--- config.mk ---
export PLATFORM = sky130hd
export DESIGN_NAME = spi_err_core
export DESIGN_NICKNAME = d
export VERILOG_FILES = /design/src/rtl/spi_err_pkg.sv /design/src/rtl/spi_err_core.sv /design/src/rtl/sync_edge.sv /design/src/rtl/rx_shifter.sv
export VERILOG_INCLUDE_DIRS = /design/src /design/src/rtl
export SDC_FILE = /design/constraint.sdc
export NUM_CORES = 1
export LEC_CHECK = 0
export BUFFER_PORTS_ARGS = -buffer_cell sky130_fd_sc_hd__clkbuf_2
export CORE_MARGIN = 2
export CORE_UTILIZATION = 55
export CTS_CLUSTER_DIAMETER = 80
export DETAILED_ROUTE_END_ITERATION = 10
export GPL_TIMING_DRIVEN = 0
export PLACE_DENSITY = 0.89
export SYNTH_ARGS = -nofsm -noshare
export SYNTH_HDL_FRONTEND = slang
export SYNTH_SLANG_ARGS = --single-unit
--- constraint.sdc ---
create_clock -name ref_clk -period 3.85 [get_ports ref_clk]
set_input_delay 0.1925 -clock ref_clk [delete_from_list [all_inputs] [get_ports ref_clk]]
set_output_delay 0.1925 -clock ref_clk [all_outputs]
set_load 0.05 [all_outputs]
--- src/rtl/spi_err_map.svh ---
// Constants for the SPI error, interrupt and low-power block
// Assumes inclusion by the package, the core and the shift counter
// Overview of operation
// - Master with select low sets fault flag
// - Fault raises interrupt when enabled
// - Fault clears port enable bit
// - Fault clears master select bit
// - Fault flag clears: status read, control write
// - Fault blocks setting enable and master bits
// - Enable and master restorable in clearing sequence
// - Byte done with flag set sets overrun
// - Buffer keeps first byte after overrun
// - Status read clears overrun flag
// - Data write during transfer is ignored
// - Ignored write sets collision flag
// - Collision flag never raises interrupt
// - Received byte buffered, read synchronously
// - Wait mode runs normally, events wake
// - Halt freezes registers until wake-up
// - Slave transfer done wakes from Halt
// - Halt wake needs select low at entry
// - Slave stays in recovery after Halt until a byte completes, the port is disabled or the master bit is set
// - Events share vector; only done exits Halt
// - Done flag clears: status access, data access
// - Soft select mode uses soft level
`ifndef SPI_ERR_MAP_SVH
`define SPI_ERR_MAP_SVH
`define BYTE_W 8
`define BIT_CNT_W 3
`define BIT_LAST 3'h7
`define SETTLE_W 3
`define DATA_RST 8'h00
`endif

--- src/rtl/spi_err_pkg.sv ---
// Types shared by the SPI error block
// Assumes the constants header is on the include path
`include "spi_err_map.svh"
package spi_err_pkg;
   typedef logic [`BYTE_W-1:0] byte_t;
   typedef enum logic [1:0] {run_st, halt_st, recover_st} power_t;
endpackage : spi_err_pkg

--- src/rtl/spi_err_core.sv ---
// Error flags, interrupt request and low-power control of the SPI port
// Assumes pins arrive asynchronously and the CPU strobes are on ref_clk
`include "spi_err_map.svh"
module spi_err_core import spi_err_pkg::*; (
   // Clock and reset
   input wire logic ref_clk,
   input wire logic rst_n,
   // Link pins
   input wire logic sck_pin,
   input wire logic ss_n_pin,
   input wire logic data_pin,
   // Control writes
   input wire logic ctrl_wr,
   input wire logic wr_irq_enable_bit,
   input wire logic wr_port_enable_bit,
   input wire logic wr_master_select_bit,
   input wire logic wr_sample_rise,
   input wire logic csr_wr,
   input wire logic wr_soft_select_mode,
   input wire logic wr_soft_select_level,
   // Status and data accesses
   input wire logic csr_rd,
   input wire logic data_rd,
   input wire logic data_wr,
   input wire byte_t data_wdata,
   // Power modes
   input wire logic halt_req,
   // Control state
   output logic irq_enable_bit,
   output logic port_enable_bit,
   output logic master_select_bit,
   output logic soft_select_mode,
   output logic soft_select_level,
   // Status
   output logic transfer_done_flag,
   output logic write_collision_flag,
   output logic overrun_flag,
   output logic mode_fault_flag,
   output byte_t data_reg,
   output byte_t tx_byte,
   // Interrupt and wake
   output logic irq,
   output logic wait_wake,
   output logic halt_wake,
   output logic halted
);
   // ------------------------------------------------------------
   // Pin synchronisation
   // ------------------------------------------------------------
   logic ss_lvl;
   logic sck_lvl;
   logic sck_rise;
   logic sck_fall;
   logic data_lvl;
   sync_edge u_ss (
      .ref_clk(ref_clk), .rst_n(rst_n), .async_in(ss_n_pin),
      .level(ss_lvl), .rise(), .fall()
   );
   sync_edge u_sck (
      .ref_clk(ref_clk), .rst_n(rst_n), .async_in(sck_pin),
      .level(sck_lvl), .rise(sck_rise), .fall(sck_fall)
   );
   sync_edge u_dat (
      .ref_clk(ref_clk), .rst_n(rst_n), .async_in(data_pin),
      .level(data_lvl), .rise(), .fall()
   );

   // ------------------------------------------------------------
   // Link settling after reset
   // ------------------------------------------------------------
   // Edges are ignored until the synchronisers hold real pin levels
   logic [`SETTLE_W-1:0] settle_q;
   wire link_ready = settle_q[`SETTLE_W-1];
   always_ff @(posedge ref_clk or negedge rst_n) begin
      if (!rst_n) begin
         settle_q <= '0;
      end else begin
         settle_q <= {settle_q[`SETTLE_W-2:0], 1'b1};
      end
   end

   // ------------------------------------------------------------
   // Registers
   // ------------------------------------------------------------
   logic irqen_q, irqen_d;
   logic spe_q, spe_d;
   logic master_select_bit_q, master_select_bit_d;
   logic rise_q, rise_d;
   logic ssm_q, ssm_d;
   logic ssi_q, ssi_d;
   logic done_q, done_d;
   logic write_collision_flag_q, write_collision_flag_d;
   logic ovr_q, ovr_d;
   logic mode_fault_flag_q, mode_fault_flag_d;
   logic done_armed_q, done_armed_d;
   logic write_collision_flag_armed_q, write_collision_flag_armed_d;
   logic mode_fault_flag_armed_q, mode_fault_flag_armed_d;
   byte_t rbuf_q, rbuf_d;
   byte_t tx_q, tx_d;
   power_t pwr_q, pwr_d;
   logic halt_ok_q, halt_ok_d;
   logic irq_q, wait_q, hwake_q, halted_q;

   // ------------------------------------------------------------
   // Decode
   // ------------------------------------------------------------
   wire frozen = (pwr_q == halt_st);
   wire ss_int = ssm_q ? ssi_q : ss_lvl;
   wire fault_ev = !frozen & spe_q & master_select_bit_q & !ss_int;
   wire slave_act = !frozen & spe_q & !master_select_bit_q & !ss_int;
   wire sample = link_ready & (rise_q ? sck_rise : sck_fall);
   byte_t shifted;
   logic busy;
   logic byte_done;
   rx_shifter u_shift (
      .ref_clk(ref_clk), .rst_n(rst_n), .active(slave_act),
      .sample(sample), .data_in(data_lvl),
      .shift_out(shifted), .busy(busy), .done(byte_done)
   );
   wire ovr_ev = byte_done & done_q;
   wire write_collision_flag_ev = !frozen & data_wr & busy;
   wire data_acc = data_rd | data_wr;
   wire mode_fault_flag_clr = mode_fault_flag_armed_q & ctrl_wr;
   wire in_clear = mode_fault_flag_armed_q | csr_rd;
   wire set_block = mode_fault_flag_q & !in_clear;
   wire byte_done_halt = sample & !master_select_bit_q & spe_q & !ss_int;
   wire halt_wake_ev = frozen & halt_ok_q & byte_done_halt;
   wire halt_slave = !ssm_q | !ssi_q;

   // ------------------------------------------------------------
   // Next state
   // ------------------------------------------------------------
   always_comb begin
      irqen_d = irqen_q;
      spe_d = spe_q;
      master_select_bit_d = master_select_bit_q;
      rise_d = rise_q;
      ssm_d = ssm_q;
      ssi_d = ssi_q;
      if (!frozen && ctrl_wr) begin
         irqen_d = wr_irq_enable_bit;
         rise_d = wr_sample_rise;
         spe_d = wr_port_enable_bit & !set_block;
         master_select_bit_d = wr_master_select_bit & !set_block;
      end
      if (!frozen && csr_wr) begin
         ssm_d = wr_soft_select_mode;
         ssi_d = wr_soft_select_level;
      end
      if (fault_ev) begin
         spe_d = 1'b0;
         master_select_bit_d = 1'b0;
      end
   end

   always_comb begin
      done_d = done_q;
      write_collision_flag_d = write_collision_flag_q;
      ovr_d = ovr_q;
      mode_fault_flag_d = mode_fault_flag_q;
      done_armed_d = done_armed_q;
      write_collision_flag_armed_d = write_collision_flag_armed_q;
      mode_fault_flag_armed_d = mode_fault_flag_armed_q;
      rbuf_d = rbuf_q;
      tx_d = tx_q;
      if (!frozen) begin
         if (csr_rd) begin
            done_armed_d = done_q;
            write_collision_flag_armed_d = write_collision_flag_q;
            mode_fault_flag_armed_d = mode_fault_flag_q;
            ovr_d = 1'b0;
         end
         if (csr_wr) begin
            done_armed_d = done_q;
         end
         if (data_acc && done_armed_q) begin
            done_d = 1'b0;
            done_armed_d = 1'b0;
         end
         if (data_acc && write_collision_flag_armed_q) begin
            write_collision_flag_d = 1'b0;
            write_collision_flag_armed_d = 1'b0;
         end
         if (mode_fault_flag_clr) begin
            mode_fault_flag_d = 1'b0;
            mode_fault_flag_armed_d = 1'b0;
         end
         if (data_wr && !busy && !done_q) begin
            tx_d = data_wdata;
         end
      end
      if (byte_done && !done_q) begin
         rbuf_d = shifted;
      end
      if (byte_done) begin
         done_d = 1'b1;
      end
      if (ovr_ev) begin
         ovr_d = 1'b1;
      end
      if (write_collision_flag_ev) begin
         write_collision_flag_d = 1'b1;
      end
      if (fault_ev) begin
         mode_fault_flag_d = 1'b1;
      end
      if (halt_wake_ev) begin
         done_d = 1'b1;
         if (done_q) begin
            ovr_d = 1'b1;
         end else begin
            rbuf_d = shifted;
         end
      end
   end

   // ------------------------------------------------------------
   // Power state
   // ------------------------------------------------------------
   always_comb begin
      pwr_d = pwr_q;
      halt_ok_d = halt_ok_q;
      unique case (pwr_q)
         run_st: begin
            if (halt_req) begin
               pwr_d = halt_st;
               halt_ok_d = spe_q & !master_select_bit_q & !ss_int & halt_slave;
            end
         end
         halt_st: begin
            if (halt_wake_ev || !halt_req) begin
               pwr_d = master_select_bit_q ? run_st : recover_st;
            end
         end
         recover_st: begin
            if (master_select_bit_q || byte_done || !spe_q) begin
               pwr_d = run_st;
            end
         end
      endcase
   end

   // ------------------------------------------------------------
   // Flip-flops
   // ------------------------------------------------------------
   always_ff @(posedge ref_clk or negedge rst_n) begin
      if (!rst_n) begin
         irqen_q <= 1'b0;
         spe_q <= 1'b0;
         master_select_bit_q <= 1'b0;
         rise_q <= 1'b0;
      end else begin
         irqen_q <= irqen_d;
         spe_q <= spe_d;
         master_select_bit_q <= master_select_bit_d;
         rise_q <= rise_d;
      end
   end

   always_ff @(posedge ref_clk or negedge rst_n) begin
      if (!rst_n) begin
         ssm_q <= 1'b0;
         ssi_q <= 1'b0;
      end else begin
         ssm_q <= ssm_d;
         ssi_q <= ssi_d;
      end
   end

   always_ff @(posedge ref_clk or negedge rst_n) begin
      if (!rst_n) begin
         done_q <= 1'b0;
         write_collision_flag_q <= 1'b0;
         ovr_q <= 1'b0;
         mode_fault_flag_q <= 1'b0;
      end else begin
         done_q <= done_d;
         write_collision_flag_q <= write_collision_flag_d;
         ovr_q <= ovr_d;
         mode_fault_flag_q <= mode_fault_flag_d;
      end
   end

   always_ff @(posedge ref_clk or negedge rst_n) begin
      if (!rst_n) begin
         done_armed_q <= 1'b0;
         write_collision_flag_armed_q <= 1'b0;
         mode_fault_flag_armed_q <= 1'b0;
      end else begin
         done_armed_q <= done_armed_d;
         write_collision_flag_armed_q <= write_collision_flag_armed_d;
         mode_fault_flag_armed_q <= mode_fault_flag_armed_d;
      end
   end

   always_ff @(posedge ref_clk or negedge rst_n) begin
      if (!rst_n) begin
         rbuf_q <= `DATA_RST;
         tx_q <= `DATA_RST;
      end else begin
         rbuf_q <= rbuf_d;
         tx_q <= tx_d;
      end
   end

   always_ff @(posedge ref_clk or negedge rst_n) begin
      if (!rst_n) begin
         pwr_q <= run_st;
         halt_ok_q <= 1'b0;
         halted_q <= 1'b0;
      end else begin
         pwr_q <= pwr_d;
         halt_ok_q <= halt_ok_d;
         halted_q <= (pwr_d == halt_st);
      end
   end

   // ------------------------------------------------------------
   // Interrupt and wake
   // ------------------------------------------------------------
   wire irq_src = done_d | ovr_d | mode_fault_flag_d;
   always_ff @(posedge ref_clk or negedge rst_n) begin
      if (!rst_n) begin
         irq_q <= 1'b0;
         wait_q <= 1'b0;
         hwake_q <= 1'b0;
      end else begin
         irq_q <= irqen_d & irq_src;
         wait_q <= irqen_d & irq_src;
         hwake_q <= halt_wake_ev & irqen_q;
      end
   end

   assign irq_enable_bit = irqen_q;
   assign port_enable_bit = spe_q;
   assign master_select_bit = master_select_bit_q;
   assign soft_select_mode = ssm_q;
   assign soft_select_level = ssi_q;
   assign transfer_done_flag = done_q;
   assign write_collision_flag = write_collision_flag_q;
   assign overrun_flag = ovr_q;
   assign mode_fault_flag = mode_fault_flag_q;
   assign data_reg = rbuf_q;
   assign tx_byte = tx_q;
   assign irq = irq_q;
   assign wait_wake = wait_q;
   assign halt_wake = hwake_q;
   assign halted = halted_q;
endmodule : spi_err_core

--- src/rtl/sync_edge.sv ---
// Two-flop synchroniser with edge detection on the synchronised copy
// Assumes an asynchronous input and the block clock
module sync_edge (
   // Clock and reset
   input wire logic ref_clk,
   input wire logic rst_n,
   // Signal
   input wire logic async_in,
   output logic level,
   output logic rise,
   output logic fall
);
   logic meta_q;
   logic sync_q;
   logic prev_q;
   always_ff @(posedge ref_clk or negedge rst_n) begin
      if (!rst_n) begin
         meta_q <= 1'b1;
         sync_q <= 1'b1;
         prev_q <= 1'b1;
      end else begin
         meta_q <= async_in;
         sync_q <= meta_q;
         prev_q <= sync_q;
      end
   end
   assign level = sync_q;
   assign rise = sync_q & ~prev_q;
   assign fall = ~sync_q & prev_q;
endmodule : sync_edge

--- src/rtl/rx_shifter.sv ---
// Serial shift counter for one byte on the sampled link clock
// Assumes sample strobes from the synchronised link clock
`include "spi_err_map.svh"
module rx_shifter import spi_err_pkg::*; (
   // Clock and reset
   input wire logic ref_clk,
   input wire logic rst_n,
   // Control
   input wire logic active,
   input wire logic sample,
   input wire logic data_in,
   // Result
   output byte_t shift_out,
   output logic busy,
   output logic done
);
   logic [`BIT_CNT_W-1:0] cnt_q;
   byte_t sh_q;
   logic busy_q;
   wire last = sample & (cnt_q == `BIT_LAST);
   always_ff @(posedge ref_clk or negedge rst_n) begin
      if (!rst_n) begin
         cnt_q <= '0;
         sh_q <= `DATA_RST;
         busy_q <= 1'b0;
      end else if (!active) begin
         cnt_q <= '0;
         busy_q <= 1'b0;
      end else if (sample) begin
         cnt_q <= cnt_q + 3'h1;
         sh_q <= {sh_q[`BYTE_W-2:0], data_in};
         busy_q <= ~last;
      end
   end
   assign shift_out = {sh_q[`BYTE_W-2:0], data_in};
   assign busy = busy_q | (active & sample);
   assign done = active & last;
endmodule : rx_shifter

## Yosys cells after proc, flatten, opt, wreduce, memory -nomap -nowiden

Index checks and enable logic that the tools add are counted.

| word-level totals | value |
|---|---|
| register bits | 56 |
| logic and storage cells | 151 |
| input bits | 25 |
| output and inout port bits | 29 |

| operators by class | value |
|---|---|
| bitwise gates (word level) | 38 |
| add/sub/neg operators | 1 |
| muxes and demuxes | 41 |
| reductions and logical operators | 34 |
| equality and inequality tests | 6 |

Operators by type and width:

| kind | number |
|---|---|
| $mux 1 | 31 |
| $and 1x1->1 | 28 |
| $mux 8 | 3 |
| $reduce_and 2->1 | 7 |
| $logic_not 1->1 | 11 |
| $mux 2 | 4 |
| $reduce_bool 2->1 | 4 |
| $logic_and 1x1->1 | 7 |
| $mux 3 | 2 |
| $or 1x1->1 | 6 |
| $pmux 2 s3 | 1 |
| $eq 2x1->1 const B | 2 |
| $not 1->1 | 4 |
| $add 3x1->3 const B | 1 |
| $eq 3x3->1 const B | 1 |
| $logic_or 1x1->1 | 3 |
| $reduce_bool 3->1 | 1 |
| $eq 2x2->1 const B | 1 |
| $logic_not 2->1 | 1 |
| $ne 2x1->1 const B | 1 |
| $ne 2x2->1 const B | 1 |

## Depth between registers and ports, before layout

Gate-level depths: netlist (run 1).

| depth | value |
|---|---|
| depth after elaboration | 13 |
| depth in mapped cells | 7 |
| gate-level depth less buffers | 7 |

## Cells and area by module

From an unflattened synthesis (run 1), not the netlist that was laid out.

| unflattened totals | value |
|---|---|
| cell total of the unflattened synthesis | 192 |
| area total of the unflattened synthesis | 2427.3 um^2 |

Modules (own cells, without submodules):

| module | times used | sequential area each (um^2) | area an instance (um^2) | cells an instance |
|---|---|---|---|---|
| spi_err_core | 1 | 950.9 | 1655.3 | 143 |
| rx_shifter | 1 | 275.3 | 490.5 | 34 |
| sync_edge | 3 | 78.8 | 93.8 | 5 |

## Worst setup path after synthesis (run 1)

OpenSTA, ideal clock, no wires.

| timing | value |
|---|---|
| kind | flip-flop to flip-flop |
| start | register master_select_bit_q (netlist: master_select_bit) |
| end | register tx_q[0] (netlist: tx_byte[0]) |
| path buffers | 1 |
| arrival | 1.992 ns |
| setup slack | 1.733 ns |
| period minus slack after synthesis | 2.117 ns |
| library setup time | 0.125 ns |
| data required time | 3.725 ns |
| stages on the path, launching flop included | 7 |
| cells stage by stage | dfrtp_1 -> and2b_4 -> nand2_2 -> nor2_1 -> or4_1 -> buf_6 -> mux2_4 |

| between the ends | value |
|---|---|
| longest elaborated chain between the ends | 9 |

RTL lines:

| element | line | source |
|---|---|---|
| from (decl) | spi_err_core.sv:87 | `logic master_select_bit_q, master_select_bit_d;` |
| from (signal assigned) | spi_err_core.sv:255 | `master_select_bit_q <= master_select_bit_d;` |
| $logic_not 1->1 | spi_err_core.sv:110 | `wire slave_act = !frozen & spe_q & !master_select_bit_q & !ss_int;` |
| $and 1x1->1 (2 in series) | spi_err_core.sv:110 |  |
| $and 1x1->1 | rx_shifter.sv:36 | `assign busy = busy_q \| (active & sample);` |
| $or 1x1->1 | rx_shifter.sv:36 |  |
| $logic_not 1->1 | spi_err_core.sv:188 | `if (data_wr && !busy && !done_q) begin` |
| $logic_and 1x1->1 (2 in series) | spi_err_core.sv:188 |  |
| $reduce_and 2->1 (no line) | n/a |  |
| to (signal assigned) | spi_err_core.sv:299 | `` tx_q <= `DATA_RST; `` |
| to (signal assigned) | spi_err_core.sv:302 | `tx_q <= tx_d;` |
| to (decl) | spi_err_core.sv:99 | `byte_t tx_q, tx_d;` |

Every way passes these cells.
A chain may end at the register's enable or synchronous reset.

==> results.yml, run 1 <==
route:
  ant_nets: 0
  wl_per_cell_microns: 14.1
  dr.pass1.iters: 4
  vias_per_cell: 5.34
  drcViolationCount: 0
  wl_mm: 4.10
  vias: 1559
  drtIter0Drc: 119
yosys:
  synth-seq-cells: 56
  ys_types: 40
  syn_area_sq_um: 2330
  avgSynthCellArea_sq_um: 13.3
  syn-num-nets: 206
  yosysSeqAreaShare_pct: 60.4
  ys_warn_count: 0
  netlist_instances: 176
sta:
  slew_headroom_pct: 56.0
  finalClockSkew_ns: 0.00716
  min_period_ns: 2.22
  hold_violations: 0
  final-max-slew-violation-count: 0
  rsz0062_at_grt: "false"
  tightestPinTransition_ns: 0.655
  timing.fmax_ghz: 0.450
  finalSetupViolations: 0
  finalCritPeriodShare_pct: 57.7
  setup_tns_ns: 0
clocking:
  cts_tree: "built"
  clock-sinks: 56
  clock_latency_ns: 0.31
  cts_root_buf: "clkbuf_8"
  clk_path_buf_depth: 2
  htreeDepth: 2
  cts_buffers: 5
  clk_pin_slew_worst_paths_ns: 0.09
worst_setup_path:
  endpoint_kind: "register"
  crit_type: "reg -> reg"
  path_delay_family: "simple AND/OR/NAND/NOR gates"
  critPathMaxStageDelay_ns: 0.61
  worstPathArrival_ns: 2.42
  timing.rr.start: "u_sck.prev_q"
  r2r_slack_ns: 1.63
  critPathRequiredTime_ns: 4.05
  crit_fanout: 10
  path_buf_inv: 1
  rr_worst_depth: 5
  worst-path-stages: 5
  cp-startpoint: "u_sck.prev_q"
  crit_slowest_cell: "nor4_4"
  worstPathCellList: "nor3b_1 > o21ai_4 > buf_6 > nor4_4 > mux2_2"
  cp-start-kind: "register"
grt:
  grt_max_degree: 57
  grt_overflow: 0
  grt_pass1_vias: 1522
  antenna_found_initial: 0
  grt_usage_pct: 18.6
  grt_pass1_wl_mm: 7.07
flow_run:
  max_cap_violations: 0
pwr:
  ir_worst_vdd_mv: 0.304
  leakage_nw: 1.45
  cellPowerDensity_nw_per_um2: 700
placed_design:
  place_area_sq_um: 2660
  place.gp.congestion: 0.814
  numPortBuffers: 53
  hpwlAfterDp_mm: 2.97
  dp_cells: 279
cells_and_area:
  final_common_cell: "clkbuf_2"
  postLayoutCellArea_sq_um: 2810
  drive_above_1_share_pct: 43.8
  area_growth_pct: 20.3
  seqCellArea_sq_um: 1410
  fill_cells: 298
  fin_nets: 271
  final_cell_mix: "clkbuf_2, dfrtp_1, mux2_2, nor2_1, nand2_1"
  fin_cells: 292
  antenna_cells: 0
  fin_util_pct: 69.7
  multi_input_area_sq_um: 872
die:
  ioPinCount: 54
  row_count: 23
  die_h_microns: 69.2
  die_w_microns: 69.2
  dieArea_sq_um: 4780
  start_util_pct: 58.0
  design.core.area_sq_um: 4030
hold_path:
  hold_class: "in -> reg"
outcome:
  status: "finished clean"
worst reg2reg max path, stage by stage (launching register included):
cell and delay, ns:
dfstp_2 0.53, nor3b_1 0.32, o21ai_4 0.09, buf_6 0.16, nor4_4 0.61, mux2_2 0.41
layout make-up:
class	instances	share of cell area (%)
Sequential cell	56	50.2
Multi-Input combinational cell	111	31.0
Timing Repair Buffer	58	11.6
Clock buffer	6	2.58
Tap cell	50	2.23
Buffer	4	1.20
Inverter	5	0.668
Clock inverter	2	0.490
worst min path at each step:
stage	from	to	slack, ns	depth (start not counted)
floorplan	rst_n	asynchronous set/reset pin	-0.10	0
global placement	data_pin	u_dat.meta_q	0.28	1
detailed placement	ss_n_pin	u_ss.meta_q	0.28	1
CTS	wr_sample_rise	rise_q	0.08	3
global route	wr_sample_rise	rise_q	0.10	3
finish	wr_sample_rise	rise_q	0.09	3
timing repair:
item	CTS	global route
gates resized for setup	0	0
endpoints found under the setup margin	0	0
endpoints found under the hold margin	3	12
hold buffers	3	1
buffers inserted	0	0
cell usage after synthesis, drive strengths merged:
cell type  count  area, sq um
a21boi         2         15.0
a21o           2         15.0
a21oi          4         20.0
a22oi          2         15.0
a2bb2oi        1         8.76
a31o           1         8.76
and2b          1         10.0
and3b          2         18.8
and4           1         10.0
buf            3         30.0
clkbuf         1         3.75
conb           1         3.75
dfrtp         49         1230
dfstp          7          184
ha             5         62.6
inv            5         18.8
mux2          26          323
mux2i          4         40.0
nand2         14         55.1
nand2b         2         12.5
nand3          1         5.00
nand4          1         6.26
nor2          17         66.3
nor2b          3         18.8
nor3           3         15.0
nor3b          1         7.51
nor4           1         21.3
o21ai         10         61.3
o22a           1         8.76
o2bb2ai        1         8.76
o31a           2         18.8
or4            1         7.51
xor2           1         8.76
where the power goes:
group / leakage [nW] / switching [mW] / internal, mW
sequential: 0.711 / 0.0978 / 0.722
clock: 0.0456 / 0.181 / 0.130
combinational: 0.691 / 0.560 / 0.276
per-stage QoR:
step | setup slack (ns) | hold slack, ns | total power, mW
after floorplan | 1.73 | -0.103 | 1.46
after global placement | 1.64 | 0.280 | 1.64
after detailed placement | 1.64 | 0.281 | 1.66
after CTS | 1.61 | 0.0806 | 1.98
after global routing | 1.49 | 0.102 | 2.08
final | 1.63 | 0.0859 | 1.97
routing by layer:
layer / wire length [microns] / GRT usage, % / share of wire, %
met2: 2040 / 30.2 / 50
met3: 179 / 5.12 / 4.4
met4: 55 / 6.54 / 1.3
met1: 1830 / 24.0 / 45
met5: 0 / 0 / 0
kinds of logic after synthesis:
logic type                 count (synthesis)  synth area share [%]
other                                      1                 0.161
muxes                                     30                  15.5
AOI/OAI and AO/OA                         26                  7.72
adders and majority gates                  5                  2.68
buffers and inverters                      9                  2.25
and+or+nand+nor                           48                  10.9
xor gates and xnor gates                   1                 0.375
DFF                                       56                  60.4
No activity file was read; power rests on OpenSTA's default activity.
==> run 2, diff against run 1 <==
Settings changed: ABC_AREA set to 1, CORE_UTILIZATION 55 to 53, PLACE_DENSITY 0.89 to 0.86.
Clock period 3.85 ns to 2.3 ns, I/O delays scaled along.
==> run 2 against run 1 <==
Fmax rose by 24%. Count of clock-buffer cells in the layout rose by 2. Utilization fell by 3.3 points. Area after synthesis rose by 3.3%. Highest routed layer unchanged. Cell count rose by 27%.
==> results.yml, run 2 <==
outcome:
  status: "finished clean"
die:
  start_util_pct: 55.4
  ioPinCount: 54
  dieArea_sq_um: 5100
  design.core.area_sq_um: 4350
  row_count: 24
  die_w_microns: 71.4
  die_h_microns: 71.4
yosys:
  synthSimpleGateAreaFrac_pct: 19.6
  ys_top_cells_by_count: "nand2_1, dfrtp_1, inv_1, o21ai_1, a21oi_1"
  yosysSeqAreaShare_pct: 58.5
  synth_top_area_share_pct: 50.9
  syn_area_sq_um: 2410
  synth_top_area_cell: "dfrtp_1"
  synth_xor_area_share_pct: 0
  synth_top_family_by_area: "simple AND/OR/NAND/NOR gates"
  yosys-top-cells-area: "dfrtp_1, nand2_1, dfstp_2, inv_1, o21ai_1"
  synthFlopType: "dfrtp_1"
  netlist_instances: 253
  synth_fa_ha_area_share_pct: 2.59
  ys_types: 28
  async_flop_share_pct: 100
  synth-compound-area-share_pct: 11.1
  synth-seq-cells: 56
  avgSynthCellArea_sq_um: 9.53
  syn-num-nets: 283
  muxShareOfSynthArea_pct: 0.467
  synth_edf_count: 0
  yosysMostFrequentCell: "nand2_1"
  ys_warn_count: 0
worst_setup_path:
  crit_type: "reg -> reg"
  timing.rr.start: "pwr_q[1]"
  worstPathArrival_ns: 1.99
  critPathMaxStageDelay_ns: 0.40
  cp-start-kind: "register"
  worstPathCellList: "inv_1 > ha_1 > buf_2 > nand2_1 > nor2_2 > nand2_2 > nand2_4 > nand2_4 > buf_6 > nand2_2 > o21ai_2"
  critPathRequiredTime_ns: 2.50
  rr_worst_depth: 11
  endpoint_kind: "register"
  crit_slowest_cell: "dfrtp_1"
  crit_fanout: 10
  r2r_slack_ns: 0.51
placed_design:
  dp_slack_ns: 0.519
  numPortBuffers: 53
  hpwlAfterDp_mm: 3.36
  place_area_sq_um: 2740
  dp_cells: 358
  place.gp.congestion: 0.797
sta:
  fin_hold_ws_ns: 0.0116
  hold_violations: 0
  slew_headroom_pct: 64.4
  finalSetupViolations: 0
  worst_slack_ns: 0.508
  tightestPinTransition_ns: 0.529
  final-max-slew-violation-count: 0
  finalClockSkew_ns: 0.00801
  setup_tns_ns: 0
  timing.fmax_ghz: 0.558
  min_period_ns: 1.79
  finalCritPeriodShare_pct: 77.9
  rsz0062_at_grt: "false"
clocking:
  clock-sinks: 56
  cts.repair.resized: 0
  cts_root_buf: "clkbuf_8"
  cts_tree: "built"
  clk_pin_slew_worst_paths_ns: 0.09
  clk_path_buf_depth: 2
  postCtsSetupRepairBufs: 0
  htreeDepth: 2
  cts_hold_buffers: 3
  clock_latency_ns: 0.30
  cts_buffers: 5
route:
  drcViolationCount: 0
  wl_mm: 4.54
  vias: 1854
  vias_per_cell: 5.00
  wl_per_cell_microns: 12.2
  dr.pass1.iters: 4
  drtIter0Drc: 81
  ant_nets: 0
grt:
  grt_max_degree: 57
  antenna_found_initial: 0
  grt_pass1_wl_mm: 7.71
  grt_pass1_vias: 1791
  grt_overflow: 0
  grt_usage_pct: 19.1
flow_run:
  max_cap_violations: 0
cells_and_area:
  area_growth_pct: 19.9
  antenna_cells: 0
  fin_nets: 348
  fin_cells: 371
  final_cell_mix: "nand2_1, clkbuf_2, dfrtp_1, inv_1, o21ai_1"
  final_common_cell: "nand2_1"
  drive_above_1_share_pct: 31.0
  fin_util_pct: 66.4
  postLayoutCellArea_sq_um: 2890
pwr:
  cellPowerDensity_nw_per_um2: 1180
  leakage_nw: 1.55
  ir_worst_vdd_mv: 0.596
  power_mw: 3.41
hold_path:
  hold_depth: 3
  hp-start: "data_wdata[6]"
  hold_class: "in -> reg"
  worstHoldEndpoint: "tx_byte[6]"
[run 2: cell count changes after synthesis, moves of 4 or more]
cell,change
a21oi_1,+9
inv_1,+26
inv_2,+7
mux2_2,-17
mux2_4,-8
mux2i_1,-4
nand2_1,+48
nand3_1,+11
nor2_1,-5
o21ai_1,+14
o21ai_2,+6
[run 2: how the worst max path moves through the flow]
stage                startpoint       end  slack, ns  cells after the start
5_1_grt                pwr_q[1]  register       0.37                     11
3_5_place_dp           pwr_q[1]  register       0.52                     11
2_1_floorplan  soft_select_mode  register       0.65                     10
3_3_place_gp           pwr_q[1]  register       0.57                     11
6_report               pwr_q[1]  register       0.51                     11
4_1_cts                pwr_q[1]  register       0.51                     11
[run 2: report_power, final]
group / switching, mW / internal [mW] / total, mW
logic: 1.09 / 0.395 / 1.48
registers: 0.161 / 1.23 / 1.39
clock network: 0.293 / 0.246 / 0.540
[run 2: critical path: cells and delay by family, from the launching register on]
kind / cells / cell delay (ns)
AO/OA/AOI/OAI: 1 / 0.05
buffers and inverters: 3 / 0.47
adder cells (fa/ha/maj): 1 / 0.18
flip-flops: 1 / 0.40
AND/OR/NAND/NOR: 6 / 0.59
[run 2: area by class of cell]
class | count | area, sq um
Clock buffer | 8 | 90.1
Buffer | 5 | 40.0
Inverter | 38 | 143
Sequential cell | 56 | 1410
Tap cell | 52 | 65.1
Timing Repair Buffer | 58 | 325
Multi-Input combinational cell | 154 | 818
Fill cell | 346 | 1460
[run 2: layer usage]
layer	vias to the layer above	share of wire [%]	GRT usage, %
met5	-	0	0
met3	8	4.6	2.95
li1	933	-	-
met4	0	1.4	6.29
met1	868	44	24.7
met2	45	50	33.0
[run 2: cells by family after synthesis]
family / count (synthesis)
flip-flops: 56
AND/OR/NAND/NOR: 99
buffers and inverters: 43
AO/OA/AOI/OAI: 48
other: 1
multiplexers: 1
adder cells (fa/ha/maj): 5
==> run 3, diff against run 2 <==
Clock period 2.3 ns to 1.9 ns, I/O delays scaled along.
==> run 3 against run 2 <==
Cell count grew 1.9%. First-iteration DRC count grew 25%. Hold slack gained 0.0064 ns. Clock skew shrank 0.00073 ns. Sequential share of layout area shrank 1.3 points. Combinational power grew 23%. Clock power grew 21%. Sequential power grew 21%. Register-to-register slack lost 0.38 ns.
==> results.yml, run 3 (synthesized netlist as in run 2, its figures left out) <==
grt:
  antenna_found_initial: 0
  grt_max_degree: 57
  grt_usage_pct: 19.6
  grt_pass1_vias: 1849
  grt_pass1_wl_mm: 7.91
  grt_overflow: 0
cells_and_area:
  drive_above_1_share_pct: 30.4
  fin_nets: 355
  fill_cells: 339
  final_common_cell: "nand2_1"
  postLayoutCellArea_sq_um: 2970
  fin_util_pct: 68.2
  final_cell_mix: "nand2_1, clkbuf_2, dfrtp_1, inv_1, o21ai_1"
  fin_cells: 378
  antenna_cells: 0
  area_growth_pct: 23.2
pwr:
  cellPowerDensity_nw_per_um2: 1400
  leakage_nw: 1.58
  ir_worst_vdd_mv: 0.833
route:
  routed.top_layer: "met4"
  ant_nets: 0
  vias: 1890
  wl_met2_mm: 2.34
  vias_per_cell: 5.00
  wl_mm: 4.63
  wl_per_cell_microns: 12.2
  dr.pass1.iters: 4
  drtIter0Drc: 101
  drcViolationCount: 0
  wl_met3_microns: 204
  wl_met1_mm: 2.02
die:
  ioPinCount: 54
  row_count: 24
  start_util_pct: 55.4
  design.core.area_sq_um: 4350
  die_w_microns: 71.4
  dieArea_sq_um: 5100
  die_h_microns: 71.4
sta:
  tightestPinTransition_ns: 0.754
  worst_slack_ns: 0.129
  finalSetupViolations: 0
  setup_tns_ns: 0
  hold_violations: 0
  finalCritPeriodShare_pct: 93.2
  timing.fmax_ghz: 0.565
  min_period_ns: 1.77
  final-max-slew-violation-count: 0
  slew_headroom_pct: 49.8
  finalClockSkew_ns: 0.00728
  rsz0062_at_grt: "false"
clocking:
  clk_path_buf_depth: 2
  cts_tree: "built"
  cts_root_buf: "clkbuf_8"
  htreeDepth: 2
  clock_latency_ns: 0.30
  cts_buffers: 5
  clk_pin_slew_worst_paths_ns: 0.09
  clock-sinks: 56
worst_setup_path:
  cp-start-kind: "register"
  critPathRequiredTime_ns: 2.10
  crit_fanout: 10
  crit_type: "reg -> reg"
  rr_worst_depth: 11
  timing.rr.start: "pwr_q[1]"
  worstPathArrival_ns: 1.97
  r2r_slack_ns: 0.13
  endpoint_kind: "register"
placed_design:
  numPortBuffers: 53
  place.gp.congestion: 0.797
  dp_slack_ns: 0.119
  hpwlAfterDp_mm: 3.36
  place_area_sq_um: 2740
  dp_cells: 358
hold_path:
  hold_class: "in -> reg"
  hold_depth: 3
  hp-start: "wr_sample_rise"
  worstHoldEndpoint: "rise_q"
outcome:
  status: "finished clean"
flow_run:
  max_cap_violations: 0
run 3: layer usage:
layer / vias to the layer above / GRT usage (%)
li1: 946 / -
met1: 885 / 24.8
met2: 51 / 34.7
met3: 8 / 2.95
met4: 0 / 6.29
met5: - / 0
run 3: stage by stage:
step                hold slack, ns  total power, mW
global route                0.0238             4.40
floorplan                   -0.201             3.05
global placement             0.182             3.43
detailed placement           0.184             3.50
finish                      0.0180             4.15
CTS                         0.0171             4.16
run 3: how the worst max path moves through the flow:
stage / start / endpoint / slack [ns] / depth (start not counted)
after floorplan: soft_select_mode / register / 0.25 / 10
after global placement: pwr_q[1] / register / 0.17 / 11
after detailed placement: pwr_q[1] / register / 0.12 / 11
after CTS: pwr_q[1] / register / 0.11 / 11
after global routing: pwr_q[1] / register / 0.0005 / 11
final: pwr_q[1] / register / 0.13 / 11
run 3: cell type report:
type,count,area (sq um),area share [%]
multi-input cells,154,818,27.5
plain buffers,5,42.5,1.43
inverters,38,143,4.80
flip-flops and latches,56,1410,47.5
well taps,52,65.1,2.19
clock buffers,8,90.1,3.03
repair buffers,65,403,13.6
run 3: worst max-delay path, stage by stage, from the launching register on:
cell	delay, ns
dfrtp_1	0.37
inv_1	0.08
ha_1	0.20
inv_2	0.13
nand3_2	0.11
nor2_4	0.20
nand4_4	0.12
nand2_4	0.12
nand2_4	0.07
buf_6	0.16
nand2_2	0.06
o21ai_2	0.05
run 3: timing repair:
action	CTS	global route
hold buffers	10	1
buffers inserted	0	0
setup endpoints to repair	0	4
endpoints found under the hold margin	10	29
resized for setup	0	2
run 3: power by group:
| part | internal, mW | total (mW) | switching, mW |
|---|---|---|---|
| clock | 0.298 | 0.653 | 0.355 |
| sequential | 1.48 | 1.68 | 0.194 |
| combinational | 0.495 | 1.82 | 1.32 |
| total | 2.28 | 4.15 | 1.87 |
